## src/logic/sdcmd_pkg.sv

```systemverilog
// shared constants and types for the command-issue block
package sdcmd_pkg;

  // ----------------------------------------------------------------
  // register map
  // ----------------------------------------------------------------
  localparam logic [7:0]  OFF_CLOCK   = 8'h08;
  localparam logic [7:0]  OFF_ARG     = 8'h28;
  localparam logic [7:0]  OFF_CMD     = 8'h2c;
  localparam logic [7:0]  OFF_EVENT   = 8'h44;
  localparam logic [7:0]  OFF_STATE   = 8'h48;
  localparam logic [31:0] CMD_RESET   = 32'h0000_0000;
  localparam logic [31:0] ARG_RESET   = 32'h0000_0000;
  localparam logic [31:0] CLOCK_RESET = 32'h0001_0000;
  localparam logic [31:0] CMD_MASK    = 32'h8020_ffff;
  localparam logic [31:0] CLOCK_MASK  = 32'h0001_00ff;
  localparam logic [31:0] EVENT_MASK  = 32'h0000_5144;

  // ----------------------------------------------------------------
  // event bit positions
  // ----------------------------------------------------------------
  localparam int EV_CMD_DONE   = 2;
  localparam int EV_REPLY_CRC  = 6;
  localparam int EV_REPLY_TO   = 8;
  localparam int EV_LOCKED_WR  = 12;
  localparam int EV_AUTO_DONE  = 14;

  // ----------------------------------------------------------------
  // frame and timing counts in card clock ticks, plus the stop index and crc7 polynomial
  // ----------------------------------------------------------------
  localparam logic [7:0] INIT_CLOCKS  = 8'd80;
  localparam logic [7:0] CMD_BITS     = 8'd48;
  localparam logic [7:0] SHORT_BITS   = 8'd48;
  localparam logic [7:0] LONG_BITS    = 8'd136;
  localparam logic [7:0] REPLY_WAIT   = 8'd64;
  localparam logic [5:0] STOP_INDEX   = 6'h0c;
  localparam logic [6:0] CRC7_POLY    = 7'h09;

  // ----------------------------------------------------------------
  // types
  // ----------------------------------------------------------------
  typedef struct packed {
    logic       go;
    logic [8:0] rsvHigh;
    logic       clockOnly;
    logic [4:0] rsvMid;
    logic       initFirst;
    logic       halt;
    logic       waitPrior;
    logic       autoHalt;
    logic       stream;
    logic       write;
    logic       dataPhase;
    logic       crcCheck;
    logic       longReply;
    logic       replyWanted;
    logic [5:0] index;
  } cmd_fields_t;

  typedef struct packed {
    logic [14:0] rsvHigh;
    logic        enable;
    logic [7:0]  rsvLow;
    logic [7:0]  divisor;
  } clock_cfg_t;

  typedef struct packed {
    logic start;
    logic write;
    logic stream;
    logic abort;
  } data_ctl_t;

  typedef enum logic [2:0] {
    PH_IDLE  = 3'b000,
    PH_WAIT  = 3'b001,
    PH_PRE   = 3'b011,
    PH_SEND  = 3'b010,
    PH_WRESP = 3'b110,
    PH_RECV  = 3'b111,
    PH_FIN   = 3'b101
  } phase_t;

endpackage : sdcmd_pkg

```

## src/logic/card_clk_div.sv

```systemverilog
// card clock divider with settings loaded only on request
`timescale 1ns/1ps
module card_clk_div (
  // clock and reset
  input  wire logic                  mclk,
  input  wire logic                  rst_n,
  // settings transfer
  input  wire logic                  load,
  input  wire sdcmd_pkg::clock_cfg_t cfg,
  // card timing
  output logic                       tick,
  output logic                       cardClk
);
  sdcmd_pkg::clock_cfg_t cfgReg, cfgNext;
  logic [7:0]            cntReg, cntNext;
  logic                  clkReg, clkNext;

  // tick marks the falling card clock edge, where the line may change
  always_comb begin
    cfgNext = load ? cfg : cfgReg;
    cntNext = cntReg;
    clkNext = clkReg;
    tick    = 1'b0;
    if (!cfgReg.enable) begin
      cntNext = 8'h00;
      clkNext = 1'b0;
    end else if (cntReg == cfgReg.divisor) begin
      cntNext = 8'h00;
      clkNext = !clkReg;
      tick    = clkReg;
    end else begin
      cntNext = cntReg + 8'h01;
    end
  end

  always_ff @(posedge mclk) begin
    if (!rst_n) begin
      cfgReg <= sdcmd_pkg::clock_cfg_t'(sdcmd_pkg::CLOCK_RESET);
      cntReg <= 8'h00;
      clkReg <= 1'b0;
    end else begin
      cfgReg <= cfgNext;
      cntReg <= cntNext;
      clkReg <= clkNext;
    end
  end

  assign cardClk = clkReg;
endmodule : card_clk_div

```

## src/logic/sd_cmd_issue.sv

```systemverilog
// command-issue register and card command sequencer
//
// Chosen here: the address map and the APB slave port.
`timescale 1ns/1ps
module sd_cmd_issue (
  // clock and reset
  input  wire logic                  mclk,
  input  wire logic                  rst_n,
  // apb slave
  input  wire logic                  psel,
  input  wire logic                  penable,
  input  wire logic                  pwrite,
  input  wire logic [7:0]            paddr,
  input  wire logic [31:0]           pwdata,
  output logic [31:0]                prdata,
  output logic                       pready,
  output logic                       pslverr,
  // card command line
  output logic                       cardClk,
  output logic                       cmdOut,
  output logic                       cmdOe,
  input  wire logic                  cmdIn,
  // data path
  output sdcmd_pkg::data_ctl_t       dataCtl,
  input  wire logic                  dataBusy,
  // reply
  output logic [135:0]               replyData,
  output logic                       replyValid
);
  // ----------------------------------------------------------------
  // helpers
  // ----------------------------------------------------------------
  function automatic logic [6:0] crc7(input logic [119:0] bits, input int n);
    logic [6:0] c;
    logic       fb;
    c = 7'h00;
    for (int i = 0; i < 120; i++) begin
      if (i < n) begin
        fb = bits[119-i] ^ c[6];
        c  = {c[5:0], 1'b0} ^ (fb ? sdcmd_pkg::CRC7_POLY : 7'h00);
      end
    end
    return c;
  endfunction : crc7

  function automatic logic [47:0] frame(input logic [5:0] idx, input logic [31:0] arg);
    logic [39:0] p;
    p = {2'b01, idx, arg};
    return {p, crc7({p, 80'h0}, 40), 1'b1};
  endfunction : frame

  // ----------------------------------------------------------------
  // state
  // ----------------------------------------------------------------
  sdcmd_pkg::cmd_fields_t cmdReg, cmdNext, actReg, actNext;
  sdcmd_pkg::clock_cfg_t  clockReg, clockNext;
  sdcmd_pkg::phase_t      phReg, phNext;
  sdcmd_pkg::data_ctl_t   ctlReg, ctlNext;
  logic [31:0]            argReg, argNext, eventReg, eventNext;
  logic [31:0]            rdReg, rdNext, evSet, evClr;
  logic [7:0]             bitReg, bitNext, waitReg, waitNext, lastBit;
  logic [47:0]            txReg, txNext;
  logic [135:0]           rxReg, rxNext, rxShift;
  logic                   autoReg, autoNext, validReg, validNext;
  logic                   tick, loadClock, take, wr, mapped, crcOk;
  logic                   setDone, setAuto, setCrc, setTimeout;

  card_clk_div u_div (
    .mclk    (mclk),
    .rst_n   (rst_n),
    .load    (loadClock),
    .cfg     (clockReg),
    .tick    (tick),
    .cardClk (cardClk)
  );

  // ----------------------------------------------------------------
  // register file
  // ----------------------------------------------------------------
  assign wr      = psel && penable && pwrite;
  assign mapped  = paddr inside {sdcmd_pkg::OFF_CLOCK, sdcmd_pkg::OFF_ARG, sdcmd_pkg::OFF_CMD,
                                 sdcmd_pkg::OFF_EVENT, sdcmd_pkg::OFF_STATE};
  assign pready  = 1'b1;
  assign pslverr = psel && penable && !mapped;
  assign prdata  = rdReg;
  assign take    = (phReg == sdcmd_pkg::PH_IDLE) && cmdReg.go;

  always_comb begin
    cmdNext   = cmdReg;
    argNext   = argReg;
    clockNext = clockReg;
    evSet     = 32'h0;
    evClr     = 32'h0;
    rdNext    = rdReg;
    if (take)
      cmdNext.go = 1'b0;
    if (wr) begin
      unique case (paddr)
        sdcmd_pkg::OFF_CMD, sdcmd_pkg::OFF_ARG: begin
          // a busy command register is locked, the attempt is flagged
          if (cmdReg.go)
            evSet[sdcmd_pkg::EV_LOCKED_WR] = 1'b1;
          else if (paddr == sdcmd_pkg::OFF_CMD)
            cmdNext = sdcmd_pkg::cmd_fields_t'(pwdata & sdcmd_pkg::CMD_MASK);
          else
            argNext = pwdata;
        end
        sdcmd_pkg::OFF_CLOCK: clockNext = sdcmd_pkg::clock_cfg_t'(pwdata & sdcmd_pkg::CLOCK_MASK);
        sdcmd_pkg::OFF_EVENT: evClr = pwdata;
        default: ;
      endcase
    end
    if (psel && !penable) begin
      unique case (paddr)
        sdcmd_pkg::OFF_CMD:   rdNext = cmdReg;
        sdcmd_pkg::OFF_ARG:   rdNext = argReg;
        sdcmd_pkg::OFF_CLOCK: rdNext = clockReg;
        sdcmd_pkg::OFF_EVENT: rdNext = eventReg;
        sdcmd_pkg::OFF_STATE: rdNext = {28'h0, autoReg, phReg};
        default:              rdNext = 32'h0;
      endcase
    end
    evSet[sdcmd_pkg::EV_CMD_DONE]  = setDone;
    evSet[sdcmd_pkg::EV_AUTO_DONE] = setAuto;
    evSet[sdcmd_pkg::EV_REPLY_CRC] = setCrc;
    evSet[sdcmd_pkg::EV_REPLY_TO]  = setTimeout;
    // set wins over a clear in the same cycle
    eventNext = ((eventReg & ~evClr) | evSet) & sdcmd_pkg::EVENT_MASK;
  end

  always_ff @(posedge mclk) begin
    if (!rst_n) begin
      cmdReg   <= sdcmd_pkg::cmd_fields_t'(sdcmd_pkg::CMD_RESET);
      argReg   <= sdcmd_pkg::ARG_RESET;
      clockReg <= sdcmd_pkg::clock_cfg_t'(sdcmd_pkg::CLOCK_RESET);
      eventReg <= 32'h0;
      rdReg    <= 32'h0;
    end else begin
      cmdReg   <= cmdNext;
      argReg   <= argNext;
      clockReg <= clockNext;
      eventReg <= eventNext;
      rdReg    <= rdNext;
    end
  end

  // ----------------------------------------------------------------
  // command sequencer
  // ----------------------------------------------------------------
  // reply length
  assign lastBit = (actReg.longReply ? sdcmd_pkg::LONG_BITS : sdcmd_pkg::SHORT_BITS) - 8'd1;
  // crc covers the payload ahead of the crc field
  // taken from the shifter input, not rxNext, so no loop through the sequencer process
  assign rxShift = {rxReg[134:0], cmdIn};
  assign crcOk   = actReg.longReply ? (crc7(rxShift[127:8], 120) == rxShift[7:1])
                                    : (crc7({rxShift[47:8], 80'h0}, 40) == rxShift[7:1]);

  always_comb begin
    phNext     = phReg;
    actNext    = actReg;
    autoNext   = autoReg;
    bitNext    = bitReg;
    waitNext   = waitReg;
    txNext     = txReg;
    rxNext     = rxReg;
    ctlNext    = '0;
    validNext  = 1'b0;
    loadClock  = 1'b0;
    setDone    = 1'b0;
    setAuto    = 1'b0;
    setCrc     = 1'b0;
    setTimeout = 1'b0;
    unique case (phReg)
      sdcmd_pkg::PH_IDLE: begin
        if (cmdReg.go) begin
          // settings move only, no frame and no done event
          if (cmdReg.clockOnly) begin
            loadClock = 1'b1;
          end else begin
            actNext  = cmdReg;
            autoNext = 1'b0;
            bitNext  = 8'h00;
            txNext   = frame(cmdReg.index, argReg);
            // hold only while a data transfer runs
            if (cmdReg.waitPrior && dataBusy)
              phNext = sdcmd_pkg::PH_WAIT;
            else if (cmdReg.initFirst)
              phNext = sdcmd_pkg::PH_PRE;
            else
              phNext = sdcmd_pkg::PH_SEND;
          end
        end
      end
      sdcmd_pkg::PH_WAIT: begin
        // released by the end of data
        if (!dataBusy) begin
          bitNext = 8'h00;
          phNext  = (actReg.initFirst && !autoReg) ? sdcmd_pkg::PH_PRE : sdcmd_pkg::PH_SEND;
        end
      end
      sdcmd_pkg::PH_PRE: begin
        if (tick) begin
          if (bitReg == sdcmd_pkg::INIT_CLOCKS - 8'd1) begin
            bitNext = 8'h00;
            phNext  = sdcmd_pkg::PH_SEND;
          end else begin
            bitNext = bitReg + 8'd1;
          end
        end
      end
      sdcmd_pkg::PH_SEND: begin
        if (tick) begin
          txNext = {txReg[46:0], 1'b1};
          if (bitReg == sdcmd_pkg::CMD_BITS - 8'd1) begin
            bitNext  = 8'h00;
            waitNext = 8'h00;
            // abort the data path after a stop command
            ctlNext.abort = actReg.halt;
            // start data phase with direction and kind
            ctlNext.start  = actReg.dataPhase;
            ctlNext.write  = actReg.write;
            ctlNext.stream = actReg.stream;
            // wait for a reply only when wanted
            phNext = actReg.replyWanted ? sdcmd_pkg::PH_WRESP : sdcmd_pkg::PH_FIN;
          end else begin
            bitNext = bitReg + 8'd1;
          end
        end
      end
      sdcmd_pkg::PH_WRESP: begin
        if (tick) begin
          if (!cmdIn) begin
            rxNext  = 136'h0;
            bitNext = 8'd1;
            phNext  = sdcmd_pkg::PH_RECV;
          end else if (waitReg == sdcmd_pkg::REPLY_WAIT - 8'd1) begin
            setTimeout = 1'b1;
            phNext     = sdcmd_pkg::PH_FIN;
          end else begin
            waitNext = waitReg + 8'd1;
          end
        end
      end
      sdcmd_pkg::PH_RECV: begin
        if (tick) begin
          rxNext = rxShift;
          if (bitReg == lastBit) begin
            validNext = 1'b1;
            setCrc    = actReg.crcCheck && !crcOk;
            phNext    = sdcmd_pkg::PH_FIN;
          end else begin
            bitNext = bitReg + 8'd1;
          end
        end
      end
      sdcmd_pkg::PH_FIN: begin
        setDone = !autoReg;
        setAuto = autoReg;
        // stop after data, only for data commands
        if (actReg.dataPhase && actReg.autoHalt && !autoReg) begin
          autoNext = 1'b1;
          actNext  = sdcmd_pkg::cmd_fields_t'(sdcmd_pkg::CMD_RESET);
          actNext.halt        = 1'b1;
          actNext.replyWanted = 1'b1;
          actNext.crcCheck    = 1'b1;
          actNext.index       = sdcmd_pkg::STOP_INDEX;
          txNext   = frame(sdcmd_pkg::STOP_INDEX, 32'h0);
          phNext   = sdcmd_pkg::PH_WAIT;
        end else begin
          autoNext = 1'b0;
          phNext   = sdcmd_pkg::PH_IDLE;
        end
      end
      default: phNext = sdcmd_pkg::PH_IDLE;
    endcase
  end

  always_ff @(posedge mclk) begin
    if (!rst_n) begin
      phReg    <= sdcmd_pkg::PH_IDLE;
      actReg   <= sdcmd_pkg::cmd_fields_t'(sdcmd_pkg::CMD_RESET);
      autoReg  <= 1'b0;
      bitReg   <= 8'h00;
      waitReg  <= 8'h00;
      txReg    <= 48'h0;
      rxReg    <= 136'h0;
      ctlReg   <= '0;
      validReg <= 1'b0;
    end else begin
      phReg    <= phNext;
      actReg   <= actNext;
      autoReg  <= autoNext;
      bitReg   <= bitNext;
      waitReg  <= waitNext;
      txReg    <= txNext;
      rxReg    <= rxNext;
      ctlReg   <= ctlNext;
      validReg <= validNext;
    end
  end

  // preamble drives a steady high; the frame comes from the shifter flop
  assign cmdOe      = (phReg == sdcmd_pkg::PH_PRE) || (phReg == sdcmd_pkg::PH_SEND);
  assign cmdOut     = (phReg == sdcmd_pkg::PH_PRE) || txReg[47];
  assign dataCtl    = ctlReg;
  assign replyData  = rxReg;
  assign replyValid = validReg;
endmodule : sd_cmd_issue

```

## config.mk

```make
export PLATFORM = sky130hd
export DESIGN_NAME = sd_cmd_issue
export DESIGN_NICKNAME = d
export VERILOG_FILES = /design/src/logic/sdcmd_pkg.sv /design/src/logic/card_clk_div.sv /design/src/logic/sd_cmd_issue.sv
export SDC_FILE = /design/constraint.sdc
export NUM_CORES = 1
export LEC_CHECK = 0
export BUFFER_PORTS_ARGS = -buffer_cell sky130_fd_sc_hd__buf_2
export CAP_MARGIN = 10
export CELL_PAD_IN_SITES_DETAIL_PLACEMENT = 2
export CELL_PAD_IN_SITES_GLOBAL_PLACEMENT = 2
export CORE_ASPECT_RATIO = 1.4
export CORE_MARGIN = 2
export CORE_UTILIZATION = 32
export DETAILED_ROUTE_END_ITERATION = 12
export PLACE_DENSITY_LB_ADDON = 0.25
export RECOVER_POWER = 100
export REMOVE_ABC_BUFFERS = 1
export SYNTH_ARGS = -nofsm -noshare
export SYNTH_HDL_FRONTEND = slang
export SYNTH_SLANG_ARGS = --single-unit
export TNS_END_PERCENT = 50
```

## constraint.sdc

```tcl
create_clock -name mclk -period 16.5 [get_ports mclk]
set_clock_uncertainty 0.15 [all_clocks]
set_input_delay 2.475 -clock mclk [delete_from_list [all_inputs] [get_ports mclk]]
set_output_delay 2.475 -clock mclk [all_outputs]
set_load 0.05 [all_outputs]
```

==> results of run 1 <==
## report_power, final
group / total (mW) / internal [mW] / switching, mW
clock network: 0.893 / 0.530 / 0.363
registers: 0.847 / 0.831 / 0.0157
logic: 0.190 / 0.0662 / 0.124
## final cells by class
| cell class | instances | area (sq um) |
|---|---|---|
| inverter | 11 | 41.3 |
| clock buffer | 57 | 1150 |
| multi-input combinational | 1355 | 10600 |
| fill | 6158 | 34600 |
| sequential | 332 | 6650 |
| clock inverter | 13 | 151 |
| timing repair buffer | 242 | 1010 |
| tap | 728 | 911 |
## final timing paths
check | start | endpoint | slack, ns | cells after the start
max | rst_n | bitReg[1] | 6.53 | 5
min | actReg[10] | actReg[10] | 0.32 | 2
min reg2reg | actReg[10] | actReg[10] | 0.32 | 2
max reg2reg | replyData[126] | eventReg[6] | 10.32 | 15
## state kept, by name, summed over array words and instances, names as in the netlist
signal and count:
actReg 9, argReg 32, autoReg 1, bitReg 8, clockReg 9, cmdReg 18, dataCtl 4, eventReg 5
phReg 3, prdata 32, replyData 136, replyValid 1, txReg 48, u_div.cardClk 1, u_div.cfgReg 9, u_div.cntReg 8
waitReg 8
## routing by layer
layer / up-vias / routed length [um] / track usage
met5: - / 50 / 0
met4: 8 / 2090 / 0.0747
met3: 111 / 2010 / 0.0291
met2: 283 / 34100 / 0.424
met1: 7153 / 22900 / 0.218
li1: 6630 / - / -
## tightest hold or removal path, stage by stage (launching register included)
cell	delay, ns
dfxtp_1	0.30
nand2_1	0.05
a21boi_0	0.07
## cell usage in the layout (no fill, tap or decap), types with 22 or more instances in the layout
cell       count
a22oi_1      198
o211a_1       50
nor2_1        39
xnor3_1       47
nand2_1      206
a21oi_1       26
xor2_1        78
a21boi_0      68
clkbuf_1     193
dfxtp_1      332
mux2i_1       24
nor2b_1      172
clkbuf_16     41
nand3_1       22
buf_2         46
xnor2_1      239
## metrics by stage
step	instance area [sq um]	power, mW	utilization	setup slack [ns]	hold slack, ns
finish	20600	1.93	0.373	6.53	0.323
global route	20600	2.01	0.373	5.43	0.345
CTS	20800	1.96	0.377	9.82	0.327
detailed placement	19500	1.06	0.354	9.84	0.307
global placement	19500	1.05	0.354	9.86	0.293
floorplan	17300	0.990	-	9.69	0.280
## cells by family after synthesis
family	count (synthesis)	share of synthesized area
adders and majority gates	3	0.00211
xor gates and xnor gates	399	0.259
and+or+nand+nor	521	0.147
DFF	332	0.374
muxes	29	0.0167
buffers and inverters	134	0.0293
AOI/OAI and AO/OA	402	0.172
other	1	0.000211
==> flow_summary.toml, run 1 <==
[worst_setup_path]
crit_family = "buffers and inverters"
crit_arrival_ns = 10.29
path_cells = "clkbuf_1 -> clkbuf_1 -> clkbuf_1 -> o21ai_0 -> a21oi_1"
cp_slowest_cell = "clkbuf_1"
required_ns = 16.82
cp_slowest_stage_delay_ns = 2.21
cp_common_cell = "clkbuf_1"
path_class = "primary input to flop"
endpoint_kind = "flop"
crit_fanout = 77
path_buf_inv = 3
worst_setup_path_start_kind = "primary input"

[placement]
portBuffers = 223
numPlacedInstances = 2668
gp_congestion = 0.837
hpwl_um = 44600

[sta]
drv_slew = 316
finalCritPeriodShare = 0.604
timing.final.hold_violations = 0
period_minus_slack_ns = 9.97
tns_ns = 0
tightest_slew_ns = 3.45
setup_viol = 0
max_freq_mhz = 100
slew_headroom = -1.30
grt_setup_unrepaired = "false"

[synth]
ys_types = 63
ys_warn_count = 0
yosys.cell_count.top_type = "dfxtp_1"
synth_area_leaders = "dfxtp_1 (37%), xnor2_1 (12%), a22oi_1 (8.4%)"
synth_common_cells = "dfxtp_1 (332), xnor2_1 (239), nand2_1 (207)"
avgSynthCellArea_sq_um = 9.76
synth_top_cell_by_area = "dfxtp_1"
netlist.area_leader.share = 0.374
synth_cells = 1821
synth_top_flop_cell = "dfxtp_1"
async_flop_share = 0
synth_edf_count = 0
ys_seq_area_frac = 0.374
synth_area_sq_um = 17800
ys_ff_latch = 332

[detailed_routing]
drc_errors = 0
dr.pass1.iters = 4
drtIter0Drc = 524
post_drt_wl_per_cell_um = 22.4
routed_wl_um = 61200
dr_total_vias = 14200
viasPerCell = 5.18
drtAntennaViolNets = 0

[cts]
cts-hold-fix-buffers = 0
path_clk_slew_ns = 0.06
numCtsBuffers = 40
clock_path_buffers = 3
clock_latency_ns = 0.57
cts_tree = "built"
htreeDepth = 2
postCtsSetupBuffers = 0
cts_resized = 0
root_buffer = "clkbuf_16"
cts_num_sinks = 332

[floorplan]
die_area_sq_um = 57500
die_h_um = 283
core_area_sq_um = 55100
row_count = 102
ioPinCount = 225
die_w_um = 203
initial_core_util = 0.322

[flow_run]
maxCapViolCount = 4

[grt]
gr-total-overflow = 0
grt_max_degree = 96
grt_pass1_wl_um = 93800
grt_use_total = 0.210
antenna_found_initial = 4
grt_pass1_vias = 15500

[outcome]
violations = "max-capacitance violations, max-slew violations"
status = "finished, violations left"

[power]
p_leak_nw = 7.72
ir_worst_vdd_v = 0.0000798
power_density_nw_per_um2 = 93.9

[finish]
layout.cells.non_filler = 2738
fin_nets = 2032
syn2layout_area_growth_pct = 15.7
num_antenna_cells = 0
layout-drive-gt1-share = 0.0771

[worst_hold_path]
worstHoldPathType = "flop to flop"
Power figures use the tool's default switching activity.
==> inputs of run 2 (changes only) <==
Clock period 16.5 ns to 8.6 ns, I/O delays scaled along.
==> flow_summary.toml, run 2 (synthesis results as in run 1) <==
[outcome]
status = "finished, violations left"
violations = "max-capacitance violations, max-slew violations"

[power]
p_sw_uw = 986
comb_power_share = 0.096
clkPwrFrac = 0.481
p_total_mw = 3.84
swShare = 0.257
ir_worst_vdd_v = 0.000136
power_density_nw_per_um2 = 185
seq_power_share = 0.424
p_leak_nw = 7.79
internal_power_mw = 2.85

[sta]
drv_slew = 112
finalCritPeriodShare = 0.718
tns_ns = 0
setup_viol = 0
grt_setup_unrepaired = "false"
max_freq_mhz = 162
tightest_slew_ns = 4.36
slew_headroom = -1.91
timing.final.hold_violations = 0
holdWs_ns = 0.310
period_minus_slack_ns = 6.18

[finish]
layout-drive-gt1-share = 0.0806
postLayoutCellArea_sq_um = 20700
num_antenna_cells = 0
largest_register_ffs = 136
fin_nets = 2030
layout_common_cells = "dfxtp_1 (332), xnor2_1 (240), nand2_1 (206), a22oi_1 (198), clkbuf_1 (184)"
final_core_util = 0.375
syn2layout_area_growth_pct = 16.4
layout_commonest_cell = "dfxtp_1"
fill_cells = 6166

[floorplan]
die_h_um = 283
initial_core_util = 0.322
ioPinCount = 225
row_count = 102
die_area_sq_um = 57500
die_w_um = 203
core_area_sq_um = 55100

[worst_setup_path]
crit_arrival_ns = 6.46
cp_slowest_stage_delay_ns = 0.68
startpoint = "replyData[126]"
reg2reg_to = "eventReg[6]"
cp-endpoint = "eventReg[6]"
reg2reg_slack_ns = 2.42
rr_worst_depth = 15
path_cells = "xor2_2 -> xnor3_1 -> xnor3_1 -> xnor2_1 -> xnor2_1 -> xor3_1 -> xnor3_1 -> xnor3_2 -> xnor3_2 -> xor3_1 -> xnor3_2 -> a211oi_1 -> a31o_1 -> nor4_1 -> a41oi_1"
crit_fanout = 8
path_class = "flop to flop"
worst_setup_path_start_kind = "flop"
cp_slowest_cell = "xnor3_1"
required_ns = 8.88
endpoint_kind = "flop"
r2r-start = "replyData[126]"

[placement]
gp_congestion = 0.849
portBuffers = 223
postPlaceCellArea_sq_um = 19500
hpwl_um = 44000

[grt]
antenna_found_initial = 2
grt_max_degree = 199
grt_pass1_vias = 15800
grt_pass1_wl_um = 94600
gr-total-overflow = 0
grt_use_total = 0.212

[cts]
clock_latency_ns = 0.57
cts_tree = "built"
clock_path_buffers = 3
postCtsSetupBuffers = 0
cts-hold-fix-buffers = 0
numCtsBuffers = 40
path_clk_slew_ns = 0.06
root_buffer = "clkbuf_16"
cts_resized = 0
cts_num_sinks = 332
htreeDepth = 2

[detailed_routing]
drtIter0Drc = 545
routed_wl_um = 61100
viasPerCell = 5.15
post_drt_wl_per_cell_um = 22.3
drc_errors = 0
dr_total_vias = 14100
dr.pass1.iters = 5
drtAntennaViolNets = 0

[flow_run]
maxCapViolCount = 1

[worst_hold_path]
holdPathStages = 1
worstHoldPathType = "flop to flop"
## run 2: cell types whose count changed in the layout (fill, tap and decap cells not counted), moves of 2 or more
cell / previous run / this run
bufinv_16: 3 / 5
clkinv_4: 0 / 2
inv_6: 3 / 1
clkbuf_8: 6 / 10
clkbuf_1: 193 / 184
clkinv_2: 7 / 5
## run 2: worst min-delay path by stage
stage                 endpoint  slack (ns)  startpoint
finish              dataCtl[0]        0.31  actReg[14]
global route        actReg[10]        0.34  actReg[10]
CTS                 dataCtl[0]        0.32  actReg[14]
detailed placement  dataCtl[0]        0.30  actReg[14]
global placement    dataCtl[2]        0.29  actReg[10]
floorplan           dataCtl[1]        0.28  actReg[11]
## run 2: cell type report
| cell class | count | area, sq um | share of cell area |
|---|---|---|---|
| multi-input combinational | 1355 | 10600 | 0.514 |
| timing repair buffer | 240 | 1030 | 0.0496 |
| inverter | 11 | 41.3 | 0.00200 |
| sequential | 332 | 6650 | 0.321 |
| tap | 728 | 911 | 0.0440 |
| clock inverter | 14 | 218 | 0.0105 |
| clock buffer | 57 | 1210 | 0.0584 |
## run 2: power groups by stage
stage | combinational, mW | clock, mW | sequential [mW]
6_report | 0.367 | 1.84 | 1.63
3_5_place_dp | 0.374 | 0 | 1.66
5_1_grt | 0.409 | 1.96 | 1.63
2_1_floorplan | 0.236 | 0 | 1.66
4_1_cts | 0.375 | 1.90 | 1.62
3_3_place_gp | 0.360 | 0 | 1.65
## run 2: layer usage
metal	GRT usage	up-vias	wire (um)
li1	-	6624	-
met1	0.221	7077	22800
met2	0.423	278	33800
met3	0.0305	107	2040
met4	0.0842	4	2450
met5	0	-	20
## run 2: metrics by stage
step | cells | setup slack [ns]
6_report | 2737 | 2.42
5_1_grt | 2737 | 1.81
4_1_cts | 2737 | 2.45
3_5_place_dp | 2666 | 2.55
3_3_place_gp | 2666 | 2.74
2_1_floorplan | 1698 | 2.74
## run 2: worst max-delay path, delay by kind of cell, from the launching register on
kind	cells	cell delay [ns]
AO/OA/AOI/OAI	3	0.44
AND/OR/NAND/NOR	1	0.26
XOR/XNOR	11	4.69
flip-flops	1	0.49
